**src/core/dbp_pkg.sv**
```systemverilog
// Functional notes
// - Period is (limit+1) x 4 clocks x prescale.
// - Count equal to limit clears on next increment.
// - Restart drives pin high unless duty zero.
// - Restart copies written duty into shadow buffer.
// - Duty is low byte plus control bits 5:4.
// - High time is duty x clock x prescale.
// - Duty writes apply only after period completes.
// - Shadow byte read-only, ignores writes in PWM.
// - Shadow byte plus hidden 2-bit latch buffer duty.
// - Pin clears when duty equals extended count.
// - Duty beyond period keeps pin high all period.
// - Postscaler never affects PWM period or output.
// - Prescaler divides by one, four or sixteen.
// - Second channel has no automatic shutdown.
// - Mode 0000 turns channel off, clears pin and 2-bit latch.
// - Mode with upper bits 11 selects PWM.
// - Clearing channel control forces output latch low.
package dbp_pkg;

    // Bus geometry
    localparam int ADDR_W = 8;
    localparam int DATA_W = 32;

    // Register byte offsets
    localparam logic [7:0] OFS_TB_COUNT = 8'h00;
    localparam logic [7:0] OFS_PERIOD   = 8'h04;
    localparam logic [7:0] OFS_TB_CTRL  = 8'h08;
    localparam logic [7:0] OFS_DLOW0    = 8'h0c;
    localparam logic [7:0] OFS_DSHAD0   = 8'h10;
    localparam logic [7:0] OFS_CCTRL0   = 8'h14;
    localparam logic [7:0] OFS_DLOW1    = 8'h18;
    localparam logic [7:0] OFS_DSHAD1   = 8'h1c;
    localparam logic [7:0] OFS_CCTRL1   = 8'h20;
    localparam logic [7:0] OFS_PIN_DIR  = 8'h24;
    localparam logic [7:0] OFS_STATUS   = 8'h28;

    // Field positions
    localparam int TBC_PRE_LSB  = 0;
    localparam int TBC_RUN_BIT  = 2;
    localparam int TBC_POST_LSB = 3;
    localparam int CC_MODE_LSB  = 0;
    localparam int CC_DLSB_LSB  = 4;

    // Reset values
    localparam logic [7:0] RST_TB_COUNT = 8'h00;
    localparam logic [7:0] RST_PERIOD   = 8'hff;
    localparam logic [6:0] RST_TB_CTRL  = 7'h00;
    localparam logic [7:0] RST_DLOW     = 8'h00;
    localparam logic [7:0] RST_CCTRL    = 8'h00;
    localparam logic [1:0] RST_PIN_DIR  = 2'h3;

    // Timing counts: oscillator clocks per instruction, prescale factors
    localparam int OSC_PER_INSTR = 4;
    localparam int PRE_DIV1      = 1;
    localparam int PRE_DIV4      = 4;
    localparam int PRE_DIV16     = 16;

    // Modes and bus answers
    localparam logic [3:0] MODE_OFF    = 4'h0;
    localparam logic [1:0] MODE_PWM_HI = 2'h3;
    localparam logic [1:0] RESP_OKAY   = 2'h0;
    localparam logic [1:0] RESP_SLVERR = 2'h2;

    // Channel settings as software last wrote them
    typedef struct packed {
        logic [3:0] mode;
        logic [9:0] duty;
    } dbp_chan_cfg_t;

    function automatic logic [4:0] pre_factor(input logic [1:0] sel);
        return (sel == 2'h0) ? 5'(PRE_DIV1) : (sel == 2'h1) ? 5'(PRE_DIV4) : 5'(PRE_DIV16);
    endfunction

    // Two sub-step bits that extend the count to ten bits
    function automatic logic [1:0] fine_sub(input logic [1:0] sel, input logic [1:0] q,
                                            input logic [3:0] pre);
        return (sel == 2'h0) ? q : (sel == 2'h1) ? pre[1:0] : pre[3:2];
    endfunction

    function automatic logic reg_hit(input logic [7:0] addr, input logic [7:0] ofs);
        return addr[7:2] == ofs[7:2];
    endfunction

    function automatic logic reg_mapped(input logic [7:0] addr);
        return addr[7:2] <= OFS_STATUS[7:2];
    endfunction

endpackage

```
**src/core/dbp_top.sv**
```systemverilog
`timescale 1ns/1ps
module dbp_top (
    // Clock, reset, enable
    input  wire logic        CLK,
    input  wire logic        RST_B,
    input  wire logic        CE,
    // AXI4-Lite write address and data
    input  wire logic        S_AXI_AWVALID,
    output logic             S_AXI_AWREADY,
    input  wire logic [7:0]  S_AXI_AWADDR,
    input  wire logic        S_AXI_WVALID,
    output logic             S_AXI_WREADY,
    input  wire logic [31:0] S_AXI_WDATA,
    input  wire logic [3:0]  S_AXI_WSTRB,
    // AXI4-Lite write response
    output logic             S_AXI_BVALID,
    input  wire logic        S_AXI_BREADY,
    output logic [1:0]       S_AXI_BRESP,
    // AXI4-Lite read
    input  wire logic        S_AXI_ARVALID,
    output logic             S_AXI_ARREADY,
    input  wire logic [7:0]  S_AXI_ARADDR,
    output logic             S_AXI_RVALID,
    input  wire logic        S_AXI_RREADY,
    output logic [31:0]      S_AXI_RDATA,
    output logic [1:0]       S_AXI_RRESP,
    // Modulated pins
    output logic [1:0]       PWM_OUT,
    output logic [1:0]       PWM_OE
);

    logic       aw_held_q;
    logic [7:0] awaddr_q;
    logic       w_held_q;
    logic [7:0] wdata_q;
    logic       wstrb_q;
    logic       bvalid_q;
    logic [1:0] bresp_q;
    logic       rvalid_q;
    logic [31:0] rdata_q;
    logic [1:0] rresp_q;
    logic       aw_fire;
    logic       w_fire;
    logic       ar_fire;
    logic       wr_go;
    logic       wr_en;
    logic [7:0] wd;
    logic       w_tmr;
    logic       w_pr;
    logic       w_tbc;
    logic       w_dlow0;
    logic       w_dsh0;
    logic       w_cc0;
    logic       w_dlow1;
    logic       w_dsh1;
    logic       w_cc1;
    logic       w_dir;
    logic       w_stat;
    logic [7:0] rd_byte;

    // Write channels are taken independently and joined here
    assign S_AXI_AWREADY = CE && !aw_held_q && !bvalid_q;
    assign S_AXI_WREADY  = CE && !w_held_q && !bvalid_q;
    assign S_AXI_ARREADY = CE && !rvalid_q;
    // Gated so no handshake completes while state is frozen
    assign S_AXI_BVALID  = CE && bvalid_q;
    assign S_AXI_RVALID  = CE && rvalid_q;
    assign S_AXI_BRESP   = bresp_q;
    assign S_AXI_RDATA   = rdata_q;
    assign S_AXI_RRESP   = rresp_q;
    assign aw_fire = S_AXI_AWVALID && S_AXI_AWREADY;
    assign w_fire  = S_AXI_WVALID && S_AXI_WREADY;
    assign ar_fire = S_AXI_ARVALID && S_AXI_ARREADY;
    assign wr_go   = CE && aw_held_q && w_held_q && !bvalid_q;

    always_ff @(posedge CLK or negedge RST_B) begin
        if (!RST_B) begin
            aw_held_q <= 1'b0;
            awaddr_q  <= 8'h00;
        end else if (aw_fire) begin
            aw_held_q <= 1'b1;
            awaddr_q  <= S_AXI_AWADDR;
        end else if (wr_go) begin
            aw_held_q <= 1'b0;
        end
    end

    always_ff @(posedge CLK or negedge RST_B) begin
        if (!RST_B) begin
            w_held_q <= 1'b0;
            wdata_q  <= 8'h00;
            wstrb_q  <= 1'b0;
        end else if (w_fire) begin
            w_held_q <= 1'b1;
            wdata_q  <= S_AXI_WDATA[7:0];
            wstrb_q  <= S_AXI_WSTRB[0];
        end else if (wr_go) begin
            w_held_q <= 1'b0;
        end
    end

    always_ff @(posedge CLK or negedge RST_B) begin
        if (!RST_B) begin
            bvalid_q <= 1'b0;
            bresp_q  <= dbp_pkg::RESP_OKAY;
        end else if (wr_go) begin
            bvalid_q <= 1'b1;
            bresp_q  <= dbp_pkg::reg_mapped(awaddr_q) ? dbp_pkg::RESP_OKAY
                                                      : dbp_pkg::RESP_SLVERR;
        end else if (S_AXI_BVALID && S_AXI_BREADY) begin
            bvalid_q <= 1'b0;
        end
    end

    // Byte lanes above the first carry nothing
    assign wr_en   = wr_go && wstrb_q;
    assign wd      = wdata_q;
    assign w_tmr   = wr_en && dbp_pkg::reg_hit(awaddr_q, dbp_pkg::OFS_TB_COUNT);
    assign w_pr    = wr_en && dbp_pkg::reg_hit(awaddr_q, dbp_pkg::OFS_PERIOD);
    assign w_tbc   = wr_en && dbp_pkg::reg_hit(awaddr_q, dbp_pkg::OFS_TB_CTRL);
    assign w_dlow0 = wr_en && dbp_pkg::reg_hit(awaddr_q, dbp_pkg::OFS_DLOW0);
    assign w_dsh0  = wr_en && dbp_pkg::reg_hit(awaddr_q, dbp_pkg::OFS_DSHAD0);
    assign w_cc0   = wr_en && dbp_pkg::reg_hit(awaddr_q, dbp_pkg::OFS_CCTRL0);
    assign w_dlow1 = wr_en && dbp_pkg::reg_hit(awaddr_q, dbp_pkg::OFS_DLOW1);
    assign w_dsh1  = wr_en && dbp_pkg::reg_hit(awaddr_q, dbp_pkg::OFS_DSHAD1);
    assign w_cc1   = wr_en && dbp_pkg::reg_hit(awaddr_q, dbp_pkg::OFS_CCTRL1);
    assign w_dir   = wr_en && dbp_pkg::reg_hit(awaddr_q, dbp_pkg::OFS_PIN_DIR);
    assign w_stat  = wr_en && dbp_pkg::reg_hit(awaddr_q, dbp_pkg::OFS_STATUS);

    // Software registers
    logic [7:0] tmr_q;
    logic [7:0] tmr_d;
    logic [7:0] pr_q;
    logic [6:0] tbc_q;
    logic [7:0] dlow0_q;
    logic [7:0] cc0_q;
    logic [7:0] dlow1_q;
    logic [5:0] cc1_q;
    logic [1:0] dir_q;
    logic       evt_q;
    logic       evt_d;

    always_ff @(posedge CLK or negedge RST_B) begin
        if (!RST_B) begin
            pr_q    <= dbp_pkg::RST_PERIOD;
            tbc_q   <= dbp_pkg::RST_TB_CTRL;
            dlow0_q <= dbp_pkg::RST_DLOW;
            cc0_q   <= dbp_pkg::RST_CCTRL;
            dlow1_q <= dbp_pkg::RST_DLOW;
            cc1_q   <= dbp_pkg::RST_CCTRL[5:0];
            dir_q   <= dbp_pkg::RST_PIN_DIR;
        end else begin
            if (w_pr)    pr_q    <= wd;
            if (w_tbc)   tbc_q   <= wd[6:0];
            if (w_dlow0) dlow0_q <= wd;
            if (w_cc0)   cc0_q   <= wd;
            if (w_dlow1) dlow1_q <= wd;
            if (w_cc1)   cc1_q   <= wd[5:0];
            if (w_dir)   dir_q   <= wd[1:0];
        end
    end

    // Timebase: quarter-cycle phase, prescaler, counter
    logic [1:0] q_q;
    logic [3:0] pre_q;
    logic [3:0] pre_d;
    logic [4:0] fac;
    logic       run;
    logic       pre_last;
    logic       inc;
    logic       restart;
    logic [9:0] fine;

    assign run      = tbc_q[dbp_pkg::TBC_RUN_BIT];
    assign fac      = dbp_pkg::pre_factor(tbc_q[dbp_pkg::TBC_PRE_LSB +: 2]);
    assign pre_last = {1'b0, pre_q} == fac - 5'h01;
    // One step per prescaled instruction cycle of four clocks
    assign inc      = CE && run && (q_q == 2'(dbp_pkg::OSC_PER_INSTR - 1)) && pre_last;
    assign restart  = inc && (tmr_q == pr_q) && !w_tmr;
    // A write to the count or control restarts the prescaler
    assign pre_d    = (w_tmr || w_tbc || inc) ? 4'h0 :
                      (run && q_q == 2'(dbp_pkg::OSC_PER_INSTR - 1)) ? pre_q + 4'h1 : pre_q;
    assign tmr_d    = w_tmr ? wd : restart ? 8'h00 : inc ? tmr_q + 8'h01 : tmr_q;
    assign fine     = {tmr_q, dbp_pkg::fine_sub(tbc_q[dbp_pkg::TBC_PRE_LSB +: 2], q_q, pre_q)};

    always_ff @(posedge CLK or negedge RST_B) begin
        if (!RST_B) begin
            q_q   <= 2'h0;
            pre_q <= 4'h0;
            tmr_q <= dbp_pkg::RST_TB_COUNT;
        end else if (CE) begin
            q_q   <= q_q + 2'h1;
            pre_q <= pre_d;
            tmr_q <= tmr_d;
        end
    end

    // Postscaler only paces the period event flag, never the pins
    logic [3:0] post_q;
    logic       post_hit;

    assign post_hit = post_q == tbc_q[dbp_pkg::TBC_POST_LSB +: 4];
    // A new event wins over a clear in the same cycle
    assign evt_d    = (restart && post_hit) || (evt_q && !(w_stat && wd[0]));

    always_ff @(posedge CLK or negedge RST_B) begin
        if (!RST_B) begin
            post_q <= 4'h0;
            evt_q  <= 1'b0;
        end else begin
            if (restart) post_q <= post_hit ? 4'h0 : post_q + 4'h1;
            evt_q <= evt_d;
        end
    end

    // Channels
    dbp_pkg::dbp_chan_cfg_t cfg0;
    dbp_pkg::dbp_chan_cfg_t cfg1;
    logic       pin0;
    logic       pin1;
    logic [7:0] shadow0;
    logic [7:0] shadow1;
    logic [9:0] dbuf0;
    logic [9:0] dbuf1;

    assign cfg0 = '{mode: cc0_q[dbp_pkg::CC_MODE_LSB +: 4],
                    duty: {dlow0_q, cc0_q[dbp_pkg::CC_DLSB_LSB +: 2]}};
    assign cfg1 = '{mode: cc1_q[dbp_pkg::CC_MODE_LSB +: 4],
                    duty: {dlow1_q, cc1_q[dbp_pkg::CC_DLSB_LSB +: 2]}};

    dbp_chan u_chan0 (
        .clk      (CLK),
        .rst_b    (RST_B),
        .ce       (CE),
        .restart  (restart),
        .fine     (fine),
        .cfg      (cfg0),
        .sh_wr    (w_dsh0),
        .sh_wdata (wd),
        .pin      (pin0),
        .shadow   (shadow0),
        .dbuf     (dbuf0)
    );

    dbp_chan u_chan1 (
        .clk      (CLK),
        .rst_b    (RST_B),
        .ce       (CE),
        .restart  (restart),
        .fine     (fine),
        .cfg      (cfg1),
        .sh_wr    (w_dsh1),
        .sh_wdata (wd),
        .pin      (pin1),
        .shadow   (shadow1),
        .dbuf     (dbuf1)
    );

    // Pins drive only when direction bits select output
    assign PWM_OUT = {pin1, pin0};
    assign PWM_OE  = ~dir_q;

    // Read selection; unused upper bits read as zero
    assign rd_byte =
        dbp_pkg::reg_hit(S_AXI_ARADDR, dbp_pkg::OFS_TB_COUNT) ? tmr_q :
        dbp_pkg::reg_hit(S_AXI_ARADDR, dbp_pkg::OFS_PERIOD)   ? pr_q :
        dbp_pkg::reg_hit(S_AXI_ARADDR, dbp_pkg::OFS_TB_CTRL)  ? {1'b0, tbc_q} :
        dbp_pkg::reg_hit(S_AXI_ARADDR, dbp_pkg::OFS_DLOW0)    ? dlow0_q :
        dbp_pkg::reg_hit(S_AXI_ARADDR, dbp_pkg::OFS_DSHAD0)   ? shadow0 :
        dbp_pkg::reg_hit(S_AXI_ARADDR, dbp_pkg::OFS_CCTRL0)   ? cc0_q :
        dbp_pkg::reg_hit(S_AXI_ARADDR, dbp_pkg::OFS_DLOW1)    ? dlow1_q :
        dbp_pkg::reg_hit(S_AXI_ARADDR, dbp_pkg::OFS_DSHAD1)   ? shadow1 :
        dbp_pkg::reg_hit(S_AXI_ARADDR, dbp_pkg::OFS_CCTRL1)   ? {2'h0, cc1_q} :
        dbp_pkg::reg_hit(S_AXI_ARADDR, dbp_pkg::OFS_PIN_DIR)  ? {6'h00, dir_q} :
        dbp_pkg::reg_hit(S_AXI_ARADDR, dbp_pkg::OFS_STATUS)   ? {7'h00, evt_q} : 8'h00;

    always_ff @(posedge CLK or negedge RST_B) begin
        if (!RST_B) begin
            rvalid_q <= 1'b0;
            rdata_q  <= 32'h0000_0000;
            rresp_q  <= dbp_pkg::RESP_OKAY;
        end else if (ar_fire) begin
            rvalid_q <= 1'b1;
            rdata_q  <= {24'h00_0000, rd_byte};
            rresp_q  <= dbp_pkg::reg_mapped(S_AXI_ARADDR) ? dbp_pkg::RESP_OKAY
                                                          : dbp_pkg::RESP_SLVERR;
        end else if (S_AXI_RVALID && S_AXI_RREADY) begin
            rvalid_q <= 1'b0;
        end
    end

    // Checking helpers: cycle counts since restart, only trusted
    // when nothing timing-related was rewritten in between
    logic        stable_q;
    logic [15:0] per_cnt_q;
    logic [15:0] hi_cnt_q;
    logic        pwm0;

    assign pwm0 = cc0_q[3:2] == dbp_pkg::MODE_PWM_HI;

    always_ff @(posedge CLK or negedge RST_B) begin
        if (!RST_B) begin
            stable_q  <= 1'b0;
            per_cnt_q <= 16'h0000;
        end else begin
            if (w_tmr || w_pr || w_tbc || w_cc0) stable_q <= 1'b0;
            else if (restart) stable_q <= 1'b1;
            if (restart) per_cnt_q <= 16'h0000;
            else if (CE) per_cnt_q <= per_cnt_q + 16'h0001;
        end
    end

    assign hi_cnt_q = per_cnt_q;
endmodule // dbp_top

```
**src/core/dbp_chan.sv**
```systemverilog
`timescale 1ns/1ps
module dbp_chan (
    // Clock, reset, enable
    input  wire logic                  clk,
    input  wire logic                  rst_b,
    input  wire logic                  ce,
    // Timebase
    input  wire logic                  restart,
    input  wire logic [9:0]            fine,
    // Software settings
    input  wire dbp_pkg::dbp_chan_cfg_t cfg,
    input  wire logic                  sh_wr,
    input  wire logic [7:0]            sh_wdata,
    // Outputs
    output logic                       pin,
    output logic [7:0]                 shadow,
    output logic [9:0]                 dbuf
);

    logic       pin_q;
    logic       pin_d;
    logic [7:0] shadow_q;
    logic [7:0] shadow_d;
    logic [1:0] lsb_q;
    logic [1:0] lsb_d;
    logic       pwm_on;
    logic       off;
    logic       start_q;
    logic       start_d;

    // Mode decode
    assign pwm_on = cfg.mode[3:2] == dbp_pkg::MODE_PWM_HI;
    assign off    = cfg.mode == dbp_pkg::MODE_OFF;

    // Pin rises one cycle after the latch, while the fine count reads zero,
    // so the high time is exactly duty steps; outside PWM it is held low
    assign start_d = pwm_on && restart;
    assign pin_d   = !pwm_on ? 1'b0 :
                     start_q ? (dbuf != 10'h000) :
                     (fine == dbuf) ? 1'b0 : pin_q;

    // Shadow loads only at the period boundary while modulating
    assign shadow_d = (pwm_on && restart) ? cfg.duty[9:2] :
                      (!pwm_on && sh_wr) ? sh_wdata : shadow_q;
    assign lsb_d    = off ? 2'h0 : (pwm_on && restart) ? cfg.duty[1:0] : lsb_q;

    always_ff @(posedge clk or negedge rst_b) begin
        if (!rst_b) begin
            pin_q    <= 1'b0;
            shadow_q <= 8'h00;
            lsb_q    <= 2'h0;
            start_q  <= 1'b0;
        end else if (ce) begin
            pin_q    <= pin_d;
            shadow_q <= shadow_d;
            lsb_q    <= lsb_d;
            start_q  <= start_d;
        end
    end

    assign pin    = pin_q;
    assign shadow = shadow_q;
    assign dbuf   = {shadow_q, lsb_q};

endmodule // dbp_chan

```
**config.mk**
```make
export PLATFORM = sky130hd
export DESIGN_NAME = dbp_top
export DESIGN_NICKNAME = d
export VERILOG_FILES = /design/src/core/dbp_pkg.sv /design/src/core/dbp_top.sv /design/src/core/dbp_chan.sv
export SDC_FILE = /design/constraint.sdc
export NUM_CORES = 1
export LEC_CHECK = 0
export BUFFER_PORTS_ARGS = -buffer_cell sky130_fd_sc_hd__buf_2
export CAP_MARGIN = 20
export CORE_ASPECT_RATIO = 0.8
export CORE_MARGIN = 2
export CORE_UTILIZATION = 57
export CTS_CLUSTER_DIAMETER = 100
export DETAILED_ROUTE_END_ITERATION = 6
export PLACE_DENSITY = 0.8
export SYNTH_ARGS = -nofsm -noshare
export SYNTH_HDL_FRONTEND = slang
export SYNTH_SLANG_ARGS = --single-unit
```
**constraint.sdc**
```tcl
create_clock -name CLK -period 3.11 [get_ports CLK]
set_input_delay 0.1555 -clock CLK [delete_from_list [all_inputs] [get_ports CLK]]
set_output_delay 0.1555 -clock CLK [all_outputs]
set_load 0.005 [all_outputs]
```
---- Word level (Yosys, flattened, before mapping) ----
Index checks and enable logic that the tools add are counted.
word-level totals
  register bits ........................... 123
  input port bits ......................... 60
  output and inout bits ................... 45
operators by class
  add/subtract/negate cells ............... 5
  $lt $le $gt $ge ......................... 2
  equal/unequal tests ..................... 31
  mux-type cells .......................... 44
  bitwise gates (word level) .............. 1
  reduce and logical (&&, ||, !) cells .... 76
operator list
  operator             count
  $mux 8               15
  $eq 6x3->1 const B   8
  $logic_and 1x1->1    40
  $eq 6x4->1 const B   6
  $eq 6x2->1 const B   4
  $eq 10x10->1         2
  $reduce_bool 10->1   2
  $mux 2               9
  $reduce_bool 2->1    9
  $reduce_and 2->1     8
  $mux 1               14
  $eq 6x1->1 const B   2
  $le 6x4->1 const B   2
  $logic_not 6->1      2
  $mux 4               3
  $mux 5               2
  $add 4x1->4 const B  2
  $add 8x1->8 const B  1
  $eq 8x8->1           1
  $logic_not 1->1      8
  $logic_not 4->1      2
  $eq 2x2->1 const B   3
  $mux 6               1
  $ne 3x3->1 const B   2
  9 further kinds      11

---- Logic depth before layout (Yosys ltp) ----
  word-level depth ........................ 12
  gate-level depth with buffers ........... 9

---- Hierarchy ----
Synthesis repeated with hierarchy kept, for this count alone.
unflattened totals
  cell total of the unflattened synthesis .. 666
  area, all modules ....................... 6906.6 sq um
by module, submodules not included
  module    times used  cells an instance  area an instance (sq um)  sequential area each (sq um)
  dbp_top   1           514                5420.2                    2389.8
  dbp_chan  2           76                 743.2                     300.3

---- Least setup slack after synthesis ----
No wires, ideal clock.
  kind .................................... register to register
  start point ............................. register tmr_q[7]
  end point ............................... register u_chan1.shadow_q[0], in the netlist u_chan1.shadow[0]
  library setup time ...................... 0.125 ns
  data arrival time ....................... 2.150 ns
  required time ........................... 2.985 ns
  setup slack ............................. 0.835 ns
  stages on the path, launching flop included .. 7
  period minus slack after synthesis ...... 2.275 ns
  path through ............................ dfrtp_1 -> buf_6 -> xor2_1 -> nor4_4 -> nand2_4 -> nor4_4 -> mux2_2
on the way
  longest elaborated chain between the ends .. 6
  elaborated cells on any way between the ends .. 7
  those cells by class .................... eq/ne (1); mux (1); reduce/logical (5)
RTL lines
  item                                line            source
  start: declaration                  dbp_top.sv:131  logic [7:0] tmr_q;
  start signal: assignment            dbp_top.sv:190  tmr_q <= dbp_pkg::RST_TB_COUNT;
  start signal: assignment            dbp_top.sv:194  tmr_q <= tmr_d;
  $eq 8x8->1 (*)                      dbp_top.sv:179  assign restart = inc && (tmr_q == pr_q) && !w_tmr;
  $logic_and 1x1->1 (*) (2 in a row)  dbp_top.sv:179
  $logic_and 1x1->1 (*)               dbp_chan.sv:43  assign shadow_d = (pwm_on && restart) ? cfg.duty[9:2] :
  $reduce_bool 2->1 (no source line)  -
  $reduce_and 2->1 (no source line)   -
  end signal: assignment              dbp_chan.sv:55  shadow_q <= shadow_d;
  end: declaration                    dbp_chan.sv:22  logic [7:0] shadow_q;
Every way passes the cells marked *; elsewhere a longest branch is shown, timed or not.
A chain may end at the register's enable or synchronous reset.

---- Final worst setup path ----
  start point ............................. register bvalid_q
  end point ............................... register u_chan0.shadow_q[4], in the netlist u_chan0.shadow[4]
on the way
  longest elaborated chain between the ends .. 9
  elaborated cells on any way between the ends .. 12
  those cells by class .................... mux (1); reduce/logical (11)
RTL lines
  item                                line            source
  start: declaration                  dbp_top.sv:37   logic bvalid_q;
  start signal: assignment            dbp_top.sv:104  bvalid_q <= 1'b0;
  start signal: assignment            dbp_top.sv:107  bvalid_q <= 1'b1;
  start signal: assignment            dbp_top.sv:111  bvalid_q <= 1'b0;
  $logic_not 1->1 (*)                 dbp_top.sv:74   assign wr_go = CE && aw_held_q && w_held_q && !bvalid_q;
  $logic_and 1x1->1 (*)               dbp_top.sv:74
  $logic_and 1x1->1 (*)               dbp_top.sv:116  assign wr_en = wr_go && wstrb_q;
  $logic_and 1x1->1                   dbp_top.sv:118  assign w_tmr = wr_en && dbp_pkg::reg_hit(awaddr_q, dbp_pkg::OFS_TB_COUNT);
  $logic_not 1->1                     dbp_top.sv:179
  $logic_and 1x1->1                   dbp_top.sv:179
  $logic_and 1x1->1                   dbp_chan.sv:43
  $reduce_bool 2->1 (no source line)  -
  $reduce_and 2->1 (no source line)   -
  end signal: assignment              dbp_chan.sv:55
  end: declaration                    dbp_chan.sv:22
Marked as above.

==> results.md <==
* Status: finished clean
* Clock share of power at 0.307
* Min-Delay Path Class: in2reg
* Critical path arrival at 2880 ps
* Initial antenna violation count at 0
* Post-Syn Area per Cell at 10.61 µm²
* RSZ-0062 raised after global routing: false
* Port bufs at 47
* Min Clock Period, post-route at 2575 ps
* Final Max Slew Viols at 0
* DRT iter0 DRCs at 532
* Post-Route Utilization at 0.6771
* CP max stage delay at 690 ps
* Area of the multi-input gates at 0.003440 mm²
* Internal at 4.248 mW
* Share of the yosys chip area belonging to registers at 0.4423
* Worst Path Max Fanout at 8
* Share of cells above drive strength 1 at 0.2984
* CTS tree: built
* CP endpoint kind: flip-flop
* Post-CTS setup buffers at 0
* Worst-margin pin slew at 1026 ps
* DP HPWL at 12440 µm
* Die width at 125.8 µm
* Startpoint Class: flip-flop
* MaxCap Viol Count at 0
* Pre-Repair DR Iteration Count at 6
* Req. time, crit path at 3410 ps
* Placer Congestion at 0.9362
* Total power at 6.719 mW
* Seq pwr share at 0.402
* #FFs+latches synth at 119
* Commonest register cell after synthesis: dfrtp_1
* Leak at 3.674 nW
* Vias/cell at 6.185
* # setup viols final at 0
* Worst Path Buf+Inv at 0
* Core area at 0.01156 mm²
* Most numerous cell in the Yosys netlist: dfrtp_1
* Sw power at 2.471 mW
* Register area at 0.002990 mm²
* Tot GR Track Use at 0.2926
* Maximum clock rate at 388.3 MHz
* Distinct cells, synth at 62
* Commonest cells in the netlist: dfrtp_1 (109), mux2_2 (95), nor2_1 (43)
* Num ports at 105
* Vias in the first global route at 5114
* Async SR Flop Fraction at 1.000
* Final period util at 0.8280
* Via count at 5288
* H-Tree Depth at 4
* Setup CP Type: reg2reg
* Top cell type's share of synthesized area at 0.4035
* Wire per inst at 21.27 µm
* Clock transition at path regs at 60 ps
* Final ANT Viol Nets at 0
* Synth warnings at 0
* Cell count after synthesis at 637
* CP dominant cell by count: mux2_2
* Clk sinks at 119
* Antenna diodes at 0
* Pwr/cell area at 858.4 mW/mm²
* Crit-path leading delay family: simple AND/OR/NAND/NOR gates
* Setup TNS at 0 ps
* Grt ovf at 0
* Die boundary height at 101.4 µm
* Max Clock Skew at 6.923 ps
* Cell taking the most area after synthesis: dfrtp_1
* Area contributors post-synth: dfrtp_1 (40%), mux2_2 (16%), dfstp_2 (3.9%)
* Relative slew margins at 0.3120
* First-pass GRT wire length at 28360 µm
* Clock tree buffer depth at 2
* Final worst setup slack at 535.0 ps
* Final hold vios at 0
* Clk_lat worst skew at 420 ps
* Largest net degree at the start of global routing at 120
* FP Rows at 35
* Layout area overhead at 15.79%
* # nets final at 758
* Worst ir drop on vdd at 0.6975 mV
* Post-Syn Area at 0.006760 mm²
* Number of remaining DRC errors at 0
* Crit-path cells: and4b_1, nand4_1, or3_1, mux2_2, mux2_2
* Root buf cell: clkbuf_16
* Post-placement worst setup slack at 613.7 ps
* Number of enable flip-flop cells after synthesis at 0
* Final wirelength at 18190 µm
* Die area at 0.01275 mm²
* Clock buffer count from CTS at 17
* Gate power share at 0.291
* Sw Ratio at 0.3678
* Initial Util at 0.5847
* Slowest cell on crit path: or3_1
* Fill count at 849
[tightest hold or removal path, stage by stage]
cell and delay, ps:
buf_2 90, nand2_1 50, a21o_1 100
[placed cells by master (no fill, tap or decap), types with 10 or more instances in the layout]
cell	synthesis	final
a21oi_1	25	25
nor2_1	43	43
xor2_1	27	27
nor2b_1	13	13
mux2_2	95	95
buf_4	30	14
nand2_1	31	31
dlygate4sd3_1	0	19
o21ai_0	26	26
buf_2	7	46
clkbuf_16	0	17
nand3_1	13	13
nor4_1	10	10
mux2i_1	12	12
dfrtp_1	109	109
dfstp_2	10	10
o22ai_1	10	10
conb_1	1	26
and2_1	11	11
inv_1	10	10
a31oi_1	13	13
[power by group through the flow]
stage	sequential (mW)	combinational [mW]	clock [mW]
finish	2.70	1.95	2.07
global route	2.74	2.12	2.15
CTS	2.66	1.93	2.08
detailed placement	2.67	1.89	0
global placement	2.63	1.81	0
floorplan	2.28	1.58	0
[sequential cells by signal, indices dropped and copies added, names as in the netlist, 6 cells and up]
register / count
awaddr_q: 6
dlow0_q: 8
tbc_q: 7
cc0_q: 8
tmr_q: 8
u_chan1.shadow: 8
pr_q: 8
u_chan0.shadow: 8
S_AXI_RDATA: 8
cc1_q: 6
dlow1_q: 8
wd: 8
[kinds of logic (layout without fill, tap and decap cells)]
family	count (synthesis)	count (layout)	share of synthesized area
compound gates	117	117	0.1110
xor+xnor	35	35	0.04535
fa+ha+maj	4	4	0.007404
buf+inv	78	123	0.06367
flops	119	119	0.4423
mux	111	111	0.1893
other cells	1	26	0.0005547
simple gates	172	172	0.1403
[per-layer routing]
| layer | vias up | wire length, µm | GRT usage | part of all wire |
|---|---|---|---|---|
| met4 | 0 | 320 | 0.1082 | 0.018 |
| met1 | 2618 | 7632 | 0.4021 | 0.42 |
| met2 | 277 | 8439 | 0.4595 | 0.46 |
| li1 | 2363 | - | - | - |
| met5 | - | 0 | 0 | 0 |
| met3 | 30 | 1793 | 0.07026 | 0.099 |
[final cells by class]
| class | instances | share of cell area |
|---|---|---|
| multi-input cells | 465 | 0.4394 |
| flip-flops and latches | 119 | 0.3820 |
| inverters | 11 | 0.005275 |
| clock buffers | 20 | 0.05834 |
| clock inverters | 12 | 0.02158 |
| well taps | 148 | 0.02366 |
| repair buffers | 80 | 0.06969 |
[repair_timing]
action | in CTS | in global routing
hold endpoints to repair | 127 | 0
hold buffers | 19 | 0
resized for setup | 0 | 0
[final timing paths]
path / start / endpoint / slack (ps) / depth (start not counted)
min: S_AXI_BREADY / bvalid_q / 10 / 3
max in group asynchronous: RST_B / S_AXI_RDATA[2] / 2210 / 3
max: bvalid_q / u_chan0.shadow[4] / 530 / 5
max reg2reg: bvalid_q / u_chan0.shadow[4] / 530 / 5
min reg2reg: S_AXI_RDATA[5] / S_AXI_RDATA[5] / 470 / 1
min in group asynchronous: RST_B / rvalid_q / 300 / 3
[metrics by stage]
| step | area (µm²) | instances | hold slack [ps] |
|---|---|---|---|
| 4_1_cts | 7828 | 855 | 10.95 |
| 2_1_floorplan | 6854 | 662 | -140.1 |
| 3_3_place_gp | 7012 | 804 | 294.7 |
| 3_5_place_dp | 7012 | 804 | 307.8 |
| 6_report | 7828 | 855 | 13.68 |
| 5_1_grt | 7828 | 855 | 44.73 |
(Power assumes the default switching activity.)
